==> src/load_comp_consts.svh <==
// constants for load-compensation reference and event mask handling
`ifndef LOAD_COMP_CONSTS_SVH
`define LOAD_COMP_CONSTS_SVH
`define LC_GROUPS      5
`define LC_GROUP_MIN   3'h1
`define LC_GROUP_MAX   3'h5
`define LC_MASK_RESET  8'h00
`define LC_MASK_USED   8'h7B
`define LC_MASK_MAX    8'hFF
`define LC_FRAC_BITS   8
`define LC_ITEM_FIRST  2'h0
`define LC_ITEM_MODE   2'h1
`define LC_ITEM_REF1   2'h2
`define LC_ITEM_REF2   2'h3
`define LC_ITEM_MONI   2'h1
`endif

==> src/load_comp_pkg.sv <==
// types for load-compensation reference and event mask handling
package load_comp_pkg;
  localparam int VALUE_W = 32;

  typedef enum logic [2:0] {
    OP_SET_REF    = 3'h0,
    OP_QUERY_REF  = 3'h1,
    OP_QUERY_MON  = 3'h2,
    OP_SET_MASK   = 3'h3,
    OP_QUERY_MASK = 3'h4
  } cmd_op_t;

  typedef enum logic [2:0] {
    MODE_OFF          = 3'h0,
    MODE_IMPEDANCE    = 3'h1,
    MODE_SERIES_CAP   = 3'h2,
    MODE_PARALLEL_CAP = 3'h3,
    MODE_SERIES_IND   = 3'h4,
    MODE_PARALLEL_IND = 3'h5,
    MODE_SERIES_RES   = 3'h6
  } ref_mode_t;

  typedef enum logic [2:0] {
    FMT_INT   = 3'h0,
    FMT_FIXED = 3'h1,
    FMT_EXP   = 3'h2,
    FMT_MODE  = 3'h3,
    FMT_OFF   = 3'h4
  } item_fmt_t;

  typedef struct packed {
    ref_mode_t          mode;
    logic               ref1Set;
    logic               ref2Set;
    logic               ref2Fixed;
    logic [VALUE_W-1:0] ref1;
    logic [VALUE_W-1:0] ref2;
  } group_t;

  typedef struct packed {
    item_fmt_t          fmt;
    logic [VALUE_W-1:0] data;
    logic               last;
  } item_t;
endpackage

==> src/event_mask_reg.sv <==
// event enable mask register with rounding of fractional writes
`timescale 1ns/1ps
`default_nettype none
`include "load_comp_consts.svh"
module event_mask_reg #(
  parameter int MASK_IN_W = 20
) (
  input  wire logic                 clk_sys,
  input  wire logic                 rst_n,
  input  wire logic                 writeEn,
  input  wire logic [MASK_IN_W-1:0] writeValue,
  input  wire logic [7:0]           eventStatus,
  output logic                      writeReject,
  output logic [7:0]                mask,
  output logic                      eventSummary
);
  import load_comp_pkg::*;

  typedef struct packed {
    logic [7:0] mask;
    logic       summary;
  } mask_state_t;

  localparam int INT_W = MASK_IN_W - `LC_FRAC_BITS;

  mask_state_t st;
  mask_state_t next_st;
  logic [INT_W:0] rounded;

  always_comb begin
    // half of the last integer step rounds up
    rounded = {1'b0, writeValue[MASK_IN_W-1:`LC_FRAC_BITS]}
              + {{INT_W{1'b0}}, writeValue[`LC_FRAC_BITS-1]};
    writeReject = rounded > {{(INT_W-7){1'b0}}, `LC_MASK_MAX};
    next_st = st;
    if (writeEn && !writeReject) begin
      next_st.mask = rounded[7:0];
    end
    // unused positions never raise the summary even if written
    next_st.summary = |(eventStatus & st.mask & `LC_MASK_USED);
  end

  always_ff @(posedge clk_sys or negedge rst_n) begin
    if (!rst_n) begin
      st <= '{mask: `LC_MASK_RESET, summary: 1'b0};
    end else begin
      st <= next_st;
    end
  end

  assign mask         = st.mask;
  assign eventSummary = st.summary;
endmodule
`default_nettype wire

==> src/load_comp_ref.sv <==
// command handler for load-compensation references, monitor query and event mask
// How it works
// - five reference groups are kept, picked by a group index from one to five.
// - each group's mode tells which parameter pair its two reference values stand for, or none.
// - a reference query answers group index, mode, first value, second value, in that order.
// - any unset mode or reference value is answered as the word OFF.
// - the first value goes out in exponent form, the second in fixed or exponent form, either may be OFF.
// - the monitor query answers voltage in fixed form, then current in exponent form.
// - a mask write takes an integer from zero to 255 as the eight-bit enable mask.
// - a fractional mask value is rounded to an integer before it is stored.
// - the mask clears to zero at power-on.
// - a mask query returns the stored integer; bits 7 and 2 enable nothing.
// - while compensation runs, reference setting commands are refused with an execution error; mask writes are still taken.
`timescale 1ns/1ps
`default_nettype none
`include "load_comp_consts.svh"
module load_comp_ref #(
  parameter int MASK_IN_W = 20
) (
  input  wire logic                                clk_sys,
  input  wire logic                                rst_n,
  input  wire logic                                cmdValid,
  output logic                                     cmdReady,
  input  wire load_comp_pkg::cmd_op_t              cmdOp,
  input  wire logic [2:0]                          cmdGroup,
  input  wire load_comp_pkg::ref_mode_t            cmdMode,
  input  wire logic [load_comp_pkg::VALUE_W-1:0]   cmdRef1,
  input  wire logic                                cmdRef1Off,
  input  wire logic [load_comp_pkg::VALUE_W-1:0]   cmdRef2,
  input  wire logic                                cmdRef2Off,
  input  wire logic                                cmdRef2Fixed,
  input  wire logic [MASK_IN_W-1:0]                cmdMaskValue,
  input  wire logic                                compRunning,
  input  wire logic [load_comp_pkg::VALUE_W-1:0]   monVoltage,
  input  wire logic [load_comp_pkg::VALUE_W-1:0]   monCurrent,
  input  wire logic [7:0]                          eventStatus,
  output logic                                     cmdError,
  output logic                                     respValid,
  input  wire logic                                respReady,
  output load_comp_pkg::item_fmt_t                 respFormat,
  output logic [load_comp_pkg::VALUE_W-1:0]        respData,
  output logic                                     respLast,
  output logic [7:0]                               eventMask,
  output logic                                     eventSummary
);
  import load_comp_pkg::*;

  typedef enum logic [1:0] {
    ST_IDLE = 2'b01,
    ST_RESP = 2'b10
  } state_t;

  typedef struct packed {
    state_t                   state;
    cmd_op_t                  op;
    logic [1:0]               idx;
    logic [2:0]               grp;
    logic [VALUE_W-1:0]       monI;
    item_t                    item;
    logic                     error;
    group_t [`LC_GROUPS-1:0]  groups;
  } ctrl_state_t;

  ctrl_state_t st;
  ctrl_state_t next_st;
  logic        accept;
  logic        maskWrite;
  logic        maskReject;
  logic [2:0]  slot;

  function automatic logic groupOk(input logic [2:0] g);
    return (g >= `LC_GROUP_MIN) && (g <= `LC_GROUP_MAX);
  endfunction

  // one answer item for query op at position idx
  function automatic item_t itemFor(input cmd_op_t op, input logic [1:0] idx, input logic [2:0] g,
                                    input group_t grp, input logic [VALUE_W-1:0] monV,
                                    input logic [VALUE_W-1:0] monI, input logic [7:0] msk);
    item_t it;
    it = '{fmt: FMT_INT, data: '0, last: 1'b0};
    unique case (op)
      OP_QUERY_REF: begin
        it.last = idx == `LC_ITEM_REF2;
        unique case (idx)
          `LC_ITEM_FIRST: it.data = {{(VALUE_W-3){1'b0}}, g};
          `LC_ITEM_MODE: begin
            it.fmt  = grp.mode == MODE_OFF ? FMT_OFF : FMT_MODE;
            it.data = {{(VALUE_W-3){1'b0}}, grp.mode};
          end
          `LC_ITEM_REF1: begin
            it.fmt  = grp.ref1Set ? FMT_EXP : FMT_OFF;
            it.data = grp.ref1Set ? grp.ref1 : '0;
          end
          default: begin
            it.fmt  = !grp.ref2Set ? FMT_OFF : (grp.ref2Fixed ? FMT_FIXED : FMT_EXP);
            it.data = grp.ref2Set ? grp.ref2 : '0;
          end
        endcase
      end
      OP_QUERY_MON: begin
        it.fmt  = idx == `LC_ITEM_FIRST ? FMT_FIXED : FMT_EXP;
        it.data = idx == `LC_ITEM_FIRST ? monV : monI;
        it.last = idx == `LC_ITEM_MONI;
      end
      default: begin
        it.data = {{(VALUE_W-8){1'b0}}, msk};
        it.last = 1'b1;
      end
    endcase
    return it;
  endfunction

  assign cmdReady  = st.state == ST_IDLE;
  assign accept    = cmdValid && cmdReady;
  assign maskWrite = accept && cmdOp == OP_SET_MASK;
  assign slot      = cmdGroup - `LC_GROUP_MIN;

  always_comb begin
    next_st       = st;
    next_st.error = 1'b0;
    unique case (st.state)
      ST_IDLE: begin
        if (accept) begin
          next_st.op  = cmdOp;
          next_st.grp = cmdGroup;
          next_st.idx = `LC_ITEM_FIRST;
          unique case (cmdOp)
            OP_SET_REF: begin
              // queries stay open during compensation so status can be polled
              if (compRunning || !groupOk(cmdGroup)) begin
                next_st.error = 1'b1;
              end else begin
                next_st.groups[slot].mode      = cmdMode;
                next_st.groups[slot].ref1      = cmdRef1;
                next_st.groups[slot].ref2      = cmdRef2;
                next_st.groups[slot].ref2Fixed = cmdRef2Fixed;
                next_st.groups[slot].ref1Set   = !cmdRef1Off && cmdMode != MODE_OFF;
                next_st.groups[slot].ref2Set   = !cmdRef2Off && cmdMode != MODE_OFF;
              end
            end
            OP_SET_MASK: begin
              next_st.error = maskReject;
            end
            OP_QUERY_REF: begin
              if (!groupOk(cmdGroup)) begin
                next_st.error = 1'b1;
              end else begin
                next_st.state = ST_RESP;
                next_st.item  = itemFor(cmdOp, `LC_ITEM_FIRST, cmdGroup, st.groups[slot],
                                        monVoltage, monCurrent, eventMask);
              end
            end
            OP_QUERY_MON: begin
              // both values captured together so the pair is coherent
              next_st.monI  = monCurrent;
              next_st.state = ST_RESP;
              next_st.item  = itemFor(cmdOp, `LC_ITEM_FIRST, cmdGroup, st.groups[slot],
                                      monVoltage, monCurrent, eventMask);
            end
            OP_QUERY_MASK: begin
              next_st.state = ST_RESP;
              next_st.item  = itemFor(cmdOp, `LC_ITEM_FIRST, cmdGroup, st.groups[slot],
                                      monVoltage, monCurrent, eventMask);
            end
            default: begin
              next_st.error = 1'b1;
            end
          endcase
        end
      end
      ST_RESP: begin
        if (respReady) begin
          if (st.item.last) begin
            next_st.state = ST_IDLE;
          end else begin
            next_st.idx  = st.idx + 2'h1;
            next_st.item = itemFor(st.op, st.idx + 2'h1, st.grp, st.groups[st.grp - `LC_GROUP_MIN],
                                   st.monI, st.monI, eventMask);
          end
        end
      end
    endcase
  end

  always_ff @(posedge clk_sys or negedge rst_n) begin
    if (!rst_n) begin
      st       <= '0;
      st.state <= ST_IDLE;
    end else begin
      st <= next_st;
    end
  end

  event_mask_reg #(.MASK_IN_W(MASK_IN_W)) u_mask (
    .clk_sys      (clk_sys),
    .rst_n        (rst_n),
    .writeEn      (maskWrite),
    .writeValue   (cmdMaskValue),
    .eventStatus  (eventStatus),
    .writeReject  (maskReject),
    .mask         (eventMask),
    .eventSummary (eventSummary)
  );

  assign respValid  = st.state == ST_RESP;
  assign respFormat = st.item.fmt;
  assign respData   = st.item.data;
  assign respLast   = st.item.last;
  assign cmdError   = st.error;
endmodule
`default_nettype wire

==> config.mk <==
export PLATFORM = sky130hd
export DESIGN_NAME = load_comp_ref
export DESIGN_NICKNAME = d
export VERILOG_FILES = /design/src/load_comp_pkg.sv /design/src/event_mask_reg.sv /design/src/load_comp_ref.sv
export VERILOG_INCLUDE_DIRS = /design/src
export SDC_FILE = /design/constraint.sdc
export NUM_CORES = 1
export LEC_CHECK = 0
export BUFFER_PORTS_ARGS = -buffer_cell sky130_fd_sc_hd__buf_2
export CAP_MARGIN = 10
export CORE_ASPECT_RATIO = 1.5
export CORE_MARGIN = 2
export CORE_UTILIZATION = 50
export DETAILED_ROUTE_END_ITERATION = 16
export MAX_ROUTING_LAYER = met4
export PLACE_DENSITY = 0.66
export SLEW_MARGIN = 40
export SYNTH_ARGS = -nofsm -noshare
export SYNTH_HDL_FRONTEND = slang
export SYNTH_SLANG_ARGS = --single-unit
==> constraint.sdc <==
create_clock -name clk_sys -period 3.75 [get_ports clk_sys]
set_input_delay 0.75 -clock clk_sys [delete_from_list [all_inputs] [get_ports clk_sys]]
set_output_delay 0.75 -clock clk_sys [all_outputs]
set_load 0.02 [all_outputs]
==> Word-level counts from Yosys, hierarchy flattened <==
Index checks and enable logic that the tools add are counted.
{ "classes": {"n_addsub": 4, "muxes": 52, "mul": 0, "bitwise": 2, "n_reduce_logical": 25, "n_eq_ne": 18, "order_cmp": 6, "div_mod_pow": 0, "shifts": 0} }
{ "ops": {"columns": ["cell", "n"], "rows": [
  ["$bwmux W350", 6],
  ["$demux W70 S3", 6],
  ["$mux W350", 2],
  ["$mux W429", 1],
  ["$mux W351", 1],
  ["$bmux W70 S3", 1],
  ["$mux W70", 2],
  ["$mux W32", 4],
  ["$mux W36", 3],
  ["$pmux W36 S3", 1],
  ["$pmux W32 S3", 1],
  ["$pmux W36 S2", 1],
  ["$mux W67", 1],
  ["$mux W66", 1],
  ["$pmux W33 S2", 1],
  ["$mux W65", 1],
  ["$mux W64", 1],
  ["$mux W2", 7],
  ["$add A12 B1 Y13", 1],
  ["$gt A13 B8 Y1 const B", 1],
  ["$pmux W2 S2", 3],
  ["$reduce_and A5 Y1", 2],
  ["$eq A3 B2 Y1 const B", 3],
  ["$mux W3", 3],
  ["other kinds (31)", 53]
]} }
{ "word_totals": {"in_bits": 173, "wordCells": 148, "n_memories": 0, "romBits": 0, "latch_bits": 0, "output_inout_bits": 48, "mem_bits_rw": 0, "register_bits": 438} }

==> Longest topological paths before layout <==
{ "depth": {"depth_word": 15, "depth_mapped": 14, "mapped_depth_nobuf": 7} }

==> By module <==
Synthesis repeated with hierarchy kept, for this count alone.
{ "hier_totals": {"cells_unflattened": 1764, "area_unflattened_um2": 21192.8} }
{ "by_module_without_submodules": {"columns": ["module", "cells_per_inst", "n_inst", "area_each_um2"], "rows": [
  ["load_comp_ref", 1718, 1, 20654.8],
  ["event_mask_reg", 46, 1, 538.0]
]} }

==> Worst setup path after synthesis <==
Ideal clock, no wire load.
{ "synth_path": {"path_type": "register to register", "start": "reg st[419] in the netlist's numbering", "end": "reg st, in the netlist respData[10]", "arrival_time_ns": 3.096, "path_stages_with_launch": 14, "required_time_ns": 3.614, "n_path_buf": 6, "slack_ns": 0.518, "setup_ns": 0.136, "cell_sequence": "dfrtp_1 -> buf_2 -> buf_2 -> inv_1 -> clkbuf_1 -> buf_1 -> ha_1 -> buf_2 -> and2_1 -> a31oi_1 -> clkbuf_1 -> a211oi_1 -> a221oi_1 -> o21ai_0"} }
{ "synth_via": {"elab_chain_cells": 9, "word_cells_on_any_way": 10, "cone_classes": "add/sub (1); mux (9)"} }
{ "synth_rtl": {"columns": ["element", "line", "rtl"], "rows": [
  ["from (decl)", "load_comp_ref.sv:64", "ctrl_state_t st;"],
  ["from (signal assigned)", "load_comp_ref.sv:190", "st <= next_st;"],
  ["$sub A3 B1 Y3 (no line) *", null, null],
  ["$bmux W70 S3 *", "load_comp_ref.sv:177", "next_st.item = itemFor(st.op, st.idx + 2'h1, st.grp, st.groups[st.grp - `LC_GROUP_MIN],"],
  ["$mux W70 *", "load_comp_ref.sv:177", null],
  ["$mux W32, on equally long branches", "load_comp_ref.sv:96, load_comp_ref.sv:92", null],
  ["$pmux W32 S3 *", "load_comp_ref.sv:84", "unique case (idx)"],
  ["$pmux W33 S2 *", "load_comp_ref.sv:81", "unique case (op)"],
  ["$mux W36 *", "load_comp_ref.sv:173", "if (st.item.last) begin"],
  ["$mux W36 *", "load_comp_ref.sv:172", "if (respReady) begin"],
  ["$pmux W36 S2 *", "load_comp_ref.sv:121", "unique case (st.state)"]
]} }
Every way passes the cells marked *; elsewhere a longest branch is shown, timed or not. The select of a mux whose other input is x is not followed.
A chain may end at the register's enable or synchronous reset.

==> Worst setup path after layout <==
{ "layout_path": {"start": "reg st[419] in the netlist's numbering", "end": "reg st, in the netlist respData[2]"} }
Same word-level chain as after synthesis.

==> impl_metrics.env <==
export IMPL_synth_flop_cell="dfrtp_1"
export IMPL_power_mw=14.3
export IMPL_hold_class="in -> async"
export IMPL_r2r_end="respData[2]$_DFFE_PN0P_"
export IMPL_dr_pass1_iters=5
export IMPL_ctsHoldBuffers=0
export IMPL_grtUsageMet3_pct=4.55
export IMPL_worstMarginPinSlew_ns=0.809
export IMPL_core_area_um2=41900
export IMPL_status="finished, final reports clean"
export IMPL_synth_area_leaders="dfrtp_1, mux2_2, mux4_2"
export IMPL_insertion_delay_ns=0.56
export IMPL_cts_max_path_buffers=3
export IMPL_gr_total_overflow=0
export IMPL_path_buf_inv=2
export IMPL_crit_path_start_kind="register"
export IMPL_synth_seq_cells=438
export IMPL_avgSynthCellArea_um2=12.7
export IMPL_ys_types=66
export IMPL_slew_headroom_pct=46.0
export IMPL_final_hold_viol_count=0
export IMPL_design_portCount=221
export IMPL_grt_pass1_vias=14700
export IMPL_cts_tree="yes"
export IMPL_r2r_start="st[419]$_DFFE_PN0P_"
export IMPL_drc_errors=0
export IMPL_max_cap_violations=0
export IMPL_fin_setup_tns_ns=0
export IMPL_fin_crit_ns=3.12
export IMPL_numCtsBuffers=42
export IMPL_p_leak_nw=11.6
export IMPL_p_seq_share_pct=38.5
export IMPL_sw_frac_of_total_pct=35.6
export IMPL_p_comb_share_pct=32.5
export IMPL_place_ws_ns=0.575
export IMPL_path_clk_slew_ns=0.06
export IMPL_ys_seq_area_share_pct=51.7
export IMPL_end_kind="register"
export IMPL_crit_chain="inv_2, ha_4, xnor2_2, buf_4, o221a_2, a211oi_1, nor4_1, o22ai_1"
export IMPL_final_setup_skew_ns=0.0236
export IMPL_grt_usage_pct=25.6
export IMPL_setup_slack_ns=0.626
export IMPL_crit_type="reg -> reg"
export IMPL_slowest_stage="nor4_1"
export IMPL_cts_resized=0
export IMPL_h_tree_depth=2
export IMPL_cp_max_fo=16
export IMPL_yosysWarnings=0
export IMPL_final_layout_size_suffix_gt1_share_pct=40.8
export IMPL_met1_usage_pct=32.2
export IMPL_post_cts_buffers=0
export IMPL_most_common_layout_cells="dfrtp_1, mux2_2, buf_2"
export IMPL_layout_commonest_cell="dfrtp_1"
export IMPL_critPathMaxStageDelay_ns=0.67
export IMPL_peakVddDrop_uv=472
export IMPL_nets=1992
export IMPL_fmax_mhz=320
export IMPL_syn_nets=1846
export IMPL_die_area_um2=44100
export IMPL_rsz0062_at_grt="no"
export IMPL_slew_viol_final=0
export IMPL_initial_core_util_pct=50.6
export IMPL_synth_edf_count=0
export IMPL_area_growth_pct=13.7
export IMPL_async_reset_ff_share_pct=100
export IMPL_top_usage_layer="met2"
export IMPL_drtIter0Drc=850
export IMPL_synth_top_area_share_pct=51.6
export IMPL_cts_root_buf="clkbuf_16"
export IMPL_grt_antenna_before_repair=13
export IMPL_die_x_um=172
export IMPL_finalSetupViolCount=0
export IMPL_num_rows=92
export IMPL_globalRouteMet2Util_pct=41.5
export IMPL_intPower_mw=9.20
export IMPL_post_route_period_util_pct=83.3
export IMPL_dpl_hpwl_um=36700
export IMPL_viasPerCell=5.93
export IMPL_p_clk_share_pct=28.9
export IMPL_switchingPower_mw=5.08
export IMPL_portBuffers=211
export IMPL_arrival_ns=3.50
export IMPL_ant_nets=0
export IMPL_fillers=3521
export IMPL_r2r_slack_ns=0.63
export IMPL_finalWirelength_um=54400
export IMPL_fp_dieH_um=256
export IMPL_synth_top_cell_by_area="dfrtp_1"
export IMPL_power_density_nw_per_um2=593
export IMPL_critical_path_top_delay_family="compound AO/OA/AOI/OAI gates"
export IMPL_required_ns=4.12
export IMPL_gp_congestion=0.892
export IMPL_wl_per_cell_um=22.6
export IMPL_grt_max_degree=92
export IMPL_clock_sinks=438
export IMPL_netlist_area_um2=21200
export IMPL_rr_worst_depth=8
export IMPL_grt_pass1_wl_um=84300
export IMPL_syn_inst=1662
export IMPL_vias=14300
export IMPL_whs_ns=0.177
==> cell families after synthesis <==
| logic type | after synthesis | synth area share [%] |
|---|---|---|
| AOI/OAI and AO/OA | 260 | 8.83 |
| xor gates and xnor gates | 9 | 0.372 |
| adders and majority gates | 11 | 0.650 |
| buffers and inverters | 171 | 4.09 |
| DFF | 438 | 51.7 |
| muxes | 497 | 27.9 |
| and+or+nand+nor | 276 | 6.44 |
==> routing by layer <==
| layer | vias to the layer above | part of all wire [%] |
|---|---|---|
| met3 | 97 | 5.8 |
| met4 | 0 | 3.8 |
| met1 | 7341 | 41 |
| met5 | - | 0 |
| li1 | 6467 | - |
| met2 | 394 | 49 |
==> stage by stage <==
stage / area, µm² / instances / util [%]
after floorplan: 21200 / 1662 / -
after global placement: 22800 / 2328 / 54.3
after detailed placement: 22800 / 2328 / 54.3
after CTS: 24100 / 2401 / 57.4
after global routing: 24100 / 2411 / 57.5
final: 24100 / 2411 / 57.5
==> Yosys cell counts, types with 6 or more instances <==
library cell,number
buf_4,41
a31oi_1,10
nor3_1,30
nand3_1,74
a22o_1,38
a211oi_1,16
a221oi_1,26
buf_1,11
o211ai_1,15
nor2b_1,8
mux2_1,16
a32oi_1,9
inv_1,13
a41oi_1,6
nand2_1,99
mux2_2,379
ha_1,11
clkbuf_1,50
nor2_1,19
o21ai_0,32
o22ai_1,25
a21oi_1,41
mux2i_1,67
and2_1,6
nand2b_1,8
mux4_2,35
dfrtp_1,437
buf_2,56
a22oi_1,10
==> how the worst max path moves through the flow <==
stage / startpoint / slack, ns / end / depth (start not counted)
6_report: st[419]$_DFFE_PN0P_ / 0.63 / respData[2]$_DFFE_PN0P_ / 8
5_1_grt: st[419]$_DFFE_PN0P_ / 0.61 / respData[2]$_DFFE_PN0P_ / 8
4_1_cts: st[419]$_DFFE_PN0P_ / 0.67 / respData[2]$_DFFE_PN0P_ / 8
3_5_place_dp: cmdOp[1] / 0.57 / register / 7
3_3_place_gp: cmdOp[1] / 0.65 / register / 7
2_1_floorplan: st[419]$_DFFE_PN0P_ / 0.52 / respData[10]$_DFFE_PN0P_ / 13
==> layout make-up <==
cell class / count / area [µm²] / share of cell area (%)
Sequential cell: 438 / 11000 / 45.5
Multi-Input combinational cell: 1053 / 9410 / 39.1
Timing Repair Buffer: 260 / 1630 / 6.75
Clock buffer: 67 / 1230 / 5.09
Tap cell: 564 / 706 / 2.93
Clock inverter: 6 / 83.8 / 0.348
Inverter: 13 / 48.8 / 0.203
Antenna cell: 10 / 25.0 / 0.104
==> power by group through the flow <==
stage                     Combinational, mW  Sequential, mW  Clock [mW]
final                                  4.65            5.50        4.13
after CTS                              4.67            5.50        4.23
after detailed placement               4.65            5.58           0
after floorplan                        3.05            5.44           0
after global routing                   4.95            5.56        4.40
after global placement                 4.61            5.55           0
(Power assumes the default switching activity.)
